## config.mk

```make
export PLATFORM = sky130hd
export DESIGN_NAME = upf_ctrl_bank
export DESIGN_NICKNAME = d
export VERILOG_FILES = /design/src/logic/upf_pkg.sv /design/src/logic/upf_ctrl_bank.sv /design/src/logic/upf_strap_sync.sv
export SDC_FILE = /design/constraint.sdc
export NUM_CORES = 1
export LEC_CHECK = 0
export BUFFER_PORTS_ARGS = -buffer_cell sky130_fd_sc_hd__buf_2
export CORE_MARGIN = 1
export CORE_UTILIZATION = 35
export DETAILED_ROUTE_END_ITERATION = 16
export GPL_TIMING_DRIVEN = 0
export HOLD_SLACK_MARGIN = 0.1
export PLACE_DENSITY = 0.7
export SETUP_SLACK_MARGIN = 0.5
export SLEW_MARGIN = 5
export SYNTH_ARGS = -nofsm -noshare
export SYNTH_HDL_FRONTEND = slang
export SYNTH_SLANG_ARGS = --single-unit
```

## constraint.sdc

```tcl
create_clock -name clk_sys -period 2.14 [get_ports clk_sys]
set_input_delay 0.107 -clock clk_sys [delete_from_list [all_inputs] [get_ports clk_sys]]
set_output_delay 0.107 -clock clk_sys [all_outputs]
set_load 0.05 [all_outputs]
```

## src/logic/upf_pkg.sv

```systemverilog
// Package for the unknown packet forwarding control bank.
// Assumes an 8-bit management register port on the switch clock.
package upf_pkg;

    // Register offsets on the management port.
    localparam logic [7:0] UPF_OFS_DRV_MCAST = 8'h84;
    localparam logic [7:0] UPF_OFS_VLAN = 8'h85;
    localparam logic [7:0] UPF_OFS_SELF_IPMC = 8'h86;

    // Field positions inside the control registers.
    localparam int UPF_DRV_HI = 7;
    localparam int UPF_DRV_LO = 6;
    localparam int UPF_SELF_BIT = 6;
    localparam int UPF_FWD_BIT = 5;
    localparam int UPF_MAP_HI = 4;

    // Writable bits of each register; the rest are reserved.
    localparam logic [7:0] UPF_MASK_DRV_MCAST = 8'hff;
    localparam logic [7:0] UPF_MASK_VLAN = 8'h3f;
    localparam logic [7:0] UPF_MASK_SELF_IPMC = 8'h7f;

    // Values after reset.
    localparam logic [1:0] UPF_DRV_RESET = 2'h1;
    localparam logic [4:0] UPF_MAP_RESET = 5'h00;
    localparam logic [7:0] UPF_RD_UNMAPPED = 8'h00;

    // Drive codes and their currents in milliamps.
    localparam logic [3:0] UPF_MA_CODE0 = 4'h4;
    localparam logic [3:0] UPF_MA_CODE1 = 4'h8;
    localparam logic [3:0] UPF_MA_CODE2 = 4'ha;
    localparam logic [3:0] UPF_MA_CODE3 = 4'he;

    // Cycles after reset release before the synchronised strap is valid.
    localparam logic [1:0] UPF_STRAP_SETTLE = 2'h2;

    // One forwarding class: enable plus port map, bit 0 is port 1.
    typedef struct packed {
        logic fwd_en;
        logic [4:0] port_map;
    } upf_class_t;

    // All control outputs of the bank.
    typedef struct packed {
        logic [1:0] drive_sel;
        logic [3:0] drive_ma;
        logic self_filter_en;
        upf_class_t mcast;
        upf_class_t vlan;
        upf_class_t ipmc;
    } upf_ctrl_t;

endpackage : upf_pkg

```

## src/logic/upf_ctrl_bank.sv

```systemverilog
// Control register bank for unknown packet forwarding and drive strength.
// Assumes a single-cycle management write/read port on clk_sys.
// What this block does
// (RULE1) Drive code selects 4, 8, 10, 14 mA.
// (RULE2) Strap loads inverted high bit, same low.
// (RULE3) Multicast forward enable at first register bit5.
// (RULE4) Multicast port map, zero resets, bit0 port1.
// (RULE5) VLAN forward enable at second register bit5.
// (RULE6) VLAN port map, one bit per port.
// (RULE7) Self-address filter enable at third register bit6.
// (RULE8) IP multicast forward enable at bit5.
// (RULE9) IP multicast port map in bits 4:0.
// (RULE10) Reserved bits read zero, ignore writes.
`timescale 1ns/1ps
module upf_ctrl_bank (
    // Clock and reset.
    input wire logic clk_sys,
    input wire logic rst_b,
    // Management register port.
    input wire logic [7:0] reg_addr,
    input wire logic reg_wr,
    input wire logic [7:0] reg_wdata,
    input wire logic reg_rd,
    output logic [7:0] reg_rdata,
    output logic reg_rvalid,
    // Strap pin with internal pull-up.
    input wire logic drive_strength_strap_pin,
    // Controls to the forwarding fabric and pad ring.
    output upf_pkg::upf_ctrl_t ctrl
);

    logic [7:0] drv_mcast_q;
    logic [7:0] vlan_q;
    logic [7:0] self_ipmc_q;
    logic [3:0] drive_ma_q;
    logic [7:0] rdata_q;
    logic rvalid_q;
    logic sw_drv_q;
    logic strap_level;
    logic strap_load;
    logic wr_drv;
    logic wr_vlan;
    logic wr_self;
    logic [7:0] rdata_d;

    upf_strap_sync u_strap (
        .clk_sys(clk_sys),
        .rst_b(rst_b),
        .strap_pin(drive_strength_strap_pin),
        .strap_level(strap_level),
        .strap_load(strap_load)
    );

    // Address decode of the three writable registers.
    assign wr_drv = reg_wr && (reg_addr == upf_pkg::UPF_OFS_DRV_MCAST);
    assign wr_vlan = reg_wr && (reg_addr == upf_pkg::UPF_OFS_VLAN);
    assign wr_self = reg_wr && (reg_addr == upf_pkg::UPF_OFS_SELF_IPMC);

    // A software write of the drive field before the strap settles wins.
    always_ff @(posedge clk_sys or negedge rst_b) begin
        if (!rst_b) begin
            sw_drv_q <= 1'b0;
        end else if (wr_drv) begin
            sw_drv_q <= 1'b1;
        end
    end

    // First register: drive select and unknown multicast forwarding.
    always_ff @(posedge clk_sys or negedge rst_b) begin
        if (!rst_b) begin
            drv_mcast_q <= {upf_pkg::UPF_DRV_RESET, 1'b0, upf_pkg::UPF_MAP_RESET};
        end else if (wr_drv) begin
            // (RULE3) Multicast enable and map.
            drv_mcast_q <= reg_wdata & upf_pkg::UPF_MASK_DRV_MCAST;
        end else if (strap_load && !sw_drv_q) begin
            // (RULE2) Strap sets drive code.
            drv_mcast_q[upf_pkg::UPF_DRV_HI] <= ~strap_level;
            drv_mcast_q[upf_pkg::UPF_DRV_LO] <= strap_level;
        end
    end

    // Second register: unknown VLAN ID forwarding.
    always_ff @(posedge clk_sys or negedge rst_b) begin
        if (!rst_b) begin
            vlan_q <= {3'h0, upf_pkg::UPF_MAP_RESET};
        end else if (wr_vlan) begin
            // (RULE10) Reserved bits masked off.
            vlan_q <= reg_wdata & upf_pkg::UPF_MASK_VLAN;
        end
    end

    // Third register: self-address filter and unknown IP multicast.
    always_ff @(posedge clk_sys or negedge rst_b) begin
        if (!rst_b) begin
            self_ipmc_q <= {3'h0, upf_pkg::UPF_MAP_RESET};
        end else if (wr_self) begin
            // (RULE10) Reserved bit masked off.
            self_ipmc_q <= reg_wdata & upf_pkg::UPF_MASK_SELF_IPMC;
        end
    end

    // Drive current in milliamps, one cycle behind the select field.
    always_ff @(posedge clk_sys or negedge rst_b) begin
        if (!rst_b) begin
            drive_ma_q <= upf_pkg::UPF_MA_CODE1;
        end else begin
            // (RULE1) Code to current map.
            unique case (drv_mcast_q[upf_pkg::UPF_DRV_HI:upf_pkg::UPF_DRV_LO])
                2'h0: drive_ma_q <= upf_pkg::UPF_MA_CODE0;
                2'h1: drive_ma_q <= upf_pkg::UPF_MA_CODE1;
                2'h2: drive_ma_q <= upf_pkg::UPF_MA_CODE2;
                2'h3: drive_ma_q <= upf_pkg::UPF_MA_CODE3;
            endcase
        end
    end

    // Read mux; unmapped offsets answer zero.
    always_comb begin
        unique case (reg_addr)
            upf_pkg::UPF_OFS_DRV_MCAST: rdata_d = drv_mcast_q;
            upf_pkg::UPF_OFS_VLAN: rdata_d = vlan_q;
            upf_pkg::UPF_OFS_SELF_IPMC: rdata_d = self_ipmc_q;
            default: rdata_d = upf_pkg::UPF_RD_UNMAPPED;
        endcase
    end

    // Read data register, valid one cycle after the read strobe.
    always_ff @(posedge clk_sys or negedge rst_b) begin
        if (!rst_b) begin
            rdata_q <= upf_pkg::UPF_RD_UNMAPPED;
            rvalid_q <= 1'b0;
        end else begin
            rvalid_q <= reg_rd;
            if (reg_rd) begin
                rdata_q <= rdata_d;
            end
        end
    end

    assign reg_rdata = rdata_q;
    assign reg_rvalid = rvalid_q;

    // Field outputs straight from the registers.
    assign ctrl.drive_sel = drv_mcast_q[upf_pkg::UPF_DRV_HI:upf_pkg::UPF_DRV_LO];
    assign ctrl.drive_ma = drive_ma_q;
    // (RULE4) Multicast port map out.
    assign ctrl.mcast.fwd_en = drv_mcast_q[upf_pkg::UPF_FWD_BIT];
    assign ctrl.mcast.port_map = drv_mcast_q[upf_pkg::UPF_MAP_HI:0];
    // (RULE5) VLAN enable out.
    assign ctrl.vlan.fwd_en = vlan_q[upf_pkg::UPF_FWD_BIT];
    // (RULE6) VLAN port map out.
    assign ctrl.vlan.port_map = vlan_q[upf_pkg::UPF_MAP_HI:0];
    // (RULE7) Self filter enable out.
    assign ctrl.self_filter_en = self_ipmc_q[upf_pkg::UPF_SELF_BIT];
    // (RULE8) IP multicast enable out.
    assign ctrl.ipmc.fwd_en = self_ipmc_q[upf_pkg::UPF_FWD_BIT];
    // (RULE9) IP multicast map out.
    assign ctrl.ipmc.port_map = self_ipmc_q[upf_pkg::UPF_MAP_HI:0];
endmodule : upf_ctrl_bank

```

## src/logic/upf_strap_sync.sv

```systemverilog
// Strap pin synchroniser with a one-shot load pulse after reset release.
// Assumes the strap pin is steady around reset and asynchronous to clk_sys.
`timescale 1ns/1ps
module upf_strap_sync (
    // Clock and reset.
    input wire logic clk_sys,
    input wire logic rst_b,
    // Strap pin and its captured level.
    input wire logic strap_pin,
    output logic strap_level,
    output logic strap_load
);

    logic meta_q;
    logic sync_q;
    logic [1:0] settle_q;
    logic load_q;

    // Two flip-flops bring the pin into the clock domain.
    always_ff @(posedge clk_sys or negedge rst_b) begin
        if (!rst_b) begin
            meta_q <= 1'b1;
            sync_q <= 1'b1;
        end else begin
            meta_q <= strap_pin;
            sync_q <= meta_q;
        end
    end

    // Count until the chain holds a real sample, then pulse once.
    always_ff @(posedge clk_sys or negedge rst_b) begin
        if (!rst_b) begin
            settle_q <= 2'h0;
            load_q <= 1'b0;
        end else begin
            load_q <= (settle_q == upf_pkg::UPF_STRAP_SETTLE - 2'h1);
            if (settle_q != upf_pkg::UPF_STRAP_SETTLE) begin
                settle_q <= settle_q + 2'h1;
            end
        end
    end

    assign strap_level = sync_q;
    assign strap_load = load_q;

endmodule : upf_strap_sync
```

==> impl_metrics.toml <==
[setup_path]
critPathKind = "primary input to register"
endpoint_kind = "register"
path_max_fanout = 6
path_cells = "buf_2 > nor4b_4 > nand4_1 > mux2_2"
max_stage_delay_ps = 440
ff2ff_setup_slack_ps = 870
cp-start-kind = "primary input"
cp.arrival_ps = 1460
cp.required_ps = 2310
r2r_cells = 3
crit_path_top_delay_cell = "nand4_1"

[cts]
cts-root-buf = "clkbuf_8"
cts_sinks = 39
postCtsHoldBufs = 11
cts_buffers = 5
clk_pin_slew_ps = 70
cts_tree = "built"
clockBufferDepth = 2
worstSkewPairLatency_ps = 280
htree_levels = 2
cts_resized = 0
post-cts-setup-buffers = 0

[detailed_routing]
drc = 0
vias = 1220
first_pass_iters = 4
ant_nets = 0
drt-initial-drc-count = 50
avgViaCountPerCell = 4.82
wirelength_um = 3430
wl_per_cell_um = 13.5

[worst_hold_path]
hold_path_class = "primary input to register"
hold_depth = 3

[grt]
grt_pass1_wl_um = 5590
grt.overflow.total = 0
grt_pass1_vias = 1166
grt_usage_pct = 14.6
antenna_found_initial = 0
grt_max_degree = 40

[status]
outcome = "completed"

[die]
rows = 25
core_um2 = 4690
die_area_um2 = 5150
fp.dieW_um = 71.8
die_h_um = 71.8
io_pins = 55
initial_core_util_pct = 36.3

[sta]
setup_ws_ps = 849
min_period_ps = 1290
finalHoldViolations = 0
setup_viol = 0
holdWs_ps = 145
relSlewSlack_pct = 42.4
timing.setup.tns_ps = 0
rsz0062_at_grt = "false"
slew_violations = 0
fin_crit_sh_pct = 60.3
clock_skew_ps = 4.85
worstMarginPinSlew_ps = 865
fmax_mhz = 774

[synth]
syn_nets = 154
synth_area_um2 = 1700
ys_ff_latch = 39
synth_area_leaders = "dfrtp_1, mux2_2, dfstp_2"
synth.distinct_cells = 26
synth_top_area_cell = "dfrtp_1"
syn_avg_cell_area_um2 = 13.3
synth_top_area_share_pct = 51.4
yosys_warnings = 0
synthCells = 128
seq_area_frac_synth_pct = 57.6

[place]
port_buffers = 52
pre_cts_ws_ps = 561
gp_congestion = 0.691
hpwl_um = 2370

[pwr]
fin_total_pwr_mw = 1.77
peakVddDrop_mv = 0.465
p_leak_nw = 1.21
power.density_nw_per_um2 = 778

[finish]
fillers = 420
fin_util_pct = 48.5
syn_to_final_growth_pct = 33.5
antennaDiodeCount = 0
final_nets = 224
drive_gt1_share_pct = 47.2

[run]
max-cap-violations = 0
## synth_stat cells
cell and count:
a2bb2oi_1 6, ha_1 5, nand4_2 1, nand2_1 3
nand2b_1 1, dfrtp_1 35, xnor2_1 1, dfstp_2 4
o22ai_1 8, nand4_1 2, mux2_2 23, and2_1 1
inv_1 14, clkbuf_1 1, nor2b_1 4, nor2_1 1
buf_4 2, or2_2 1, conb_1 1, mux2i_1 7
and4_2 1, o21ai_0 1, nand3b_1 1, nand3_1 1
nor4b_4 1, buf_2 2
## layout by cell type (no fill, tap or decap), types with 5 or more instances in the layout
master         instances
ha_1                   5
dfrtp_1               35
o22ai_1                8
buf_2                 54
a2bb2oi_1              6
inv_1                 14
dlygate4sd3_1         11
clkbuf_8               5
mux2_2                23
mux2i_1                7
## final timing paths
path	startpoint	end
setup / recovery	reg_addr[5]	vlan_q[2]
hold / removal	reg_addr[2]	reg_rdata[7]
setup reg to reg	sw_drv_q	drv_mcast_q[6]
hold reg to reg	u_strap.meta_q	u_strap.strap_level
max in group asynchronous	rst_b	reg_rdata[5]
min in group asynchronous	rst_b	self_ipmc_q[4]
## through the flow
stage          cells  cell area, µm²
4_1_cts          253            2270
2_1_floorplan    128            1700
5_1_grt          253            2270
6_report         253            2270
3_5_place_dp     234            2030
3_3_place_gp     234            2030
## cell type report
class	count	area (µm²)	share of cell area, %
well taps	54	67.6	2.97
clock buffers	6	72.6	3.19
flip-flops and latches	39	981	43.1
inverters	14	52.6	2.31
plain buffers	5	28.8	1.27
multi-input cells	70	642	28.2
clock inverters	2	60.1	2.64
repair buffers	63	370	16.3
## critical path: cells and delay by family
family                 cells  cell delay, ps
and+or+nand+nor            2             830
muxes                      1             410
buffers and inverters      1             110
## sequential cells by signal, indices dropped and copies added (netlist names)
signal,flops
drv_mcast_q,8
reg_rdata,8
self_ipmc_q,7
vlan_q,6
drive_ma_q,3
u_strap.settle_q,2
reg_rvalid,1
sw_drv_q,1
u_strap.meta_q,1
u_strap.strap_level,1
u_strap.strap_load,1
## kinds of logic after synthesis
| logic type | Yosys count | synth area share, % |
|---|---|---|
| flops | 39 | 57.6 |
| compound gates | 15 | 6.31 |
| xor+xnor | 1 | 0.514 |
| buf+inv | 19 | 4.77 |
| other cells | 1 | 0.220 |
| simple gates | 18 | 7.64 |
| mux | 30 | 19.3 |
| fa+ha+maj | 5 | 3.67 |
## power breakdown
part           switching (mW)  internal (mW)
logic                   0.177         0.0865
clock network           0.248          0.466
registers              0.0194          0.772
total                   0.444           1.32
## per-layer routing
| layer | routed length (µm) | global-route usage (%) |
|---|---|---|
| met5 | 0 | 0 |
| met4 | 56 | 6.54 |
| met3 | 163 | 3.38 |
| met2 | 1630 | 22.6 |
| met1 | 1580 | 19.5 |
Note: power is estimated with default switching activity, not from simulation.
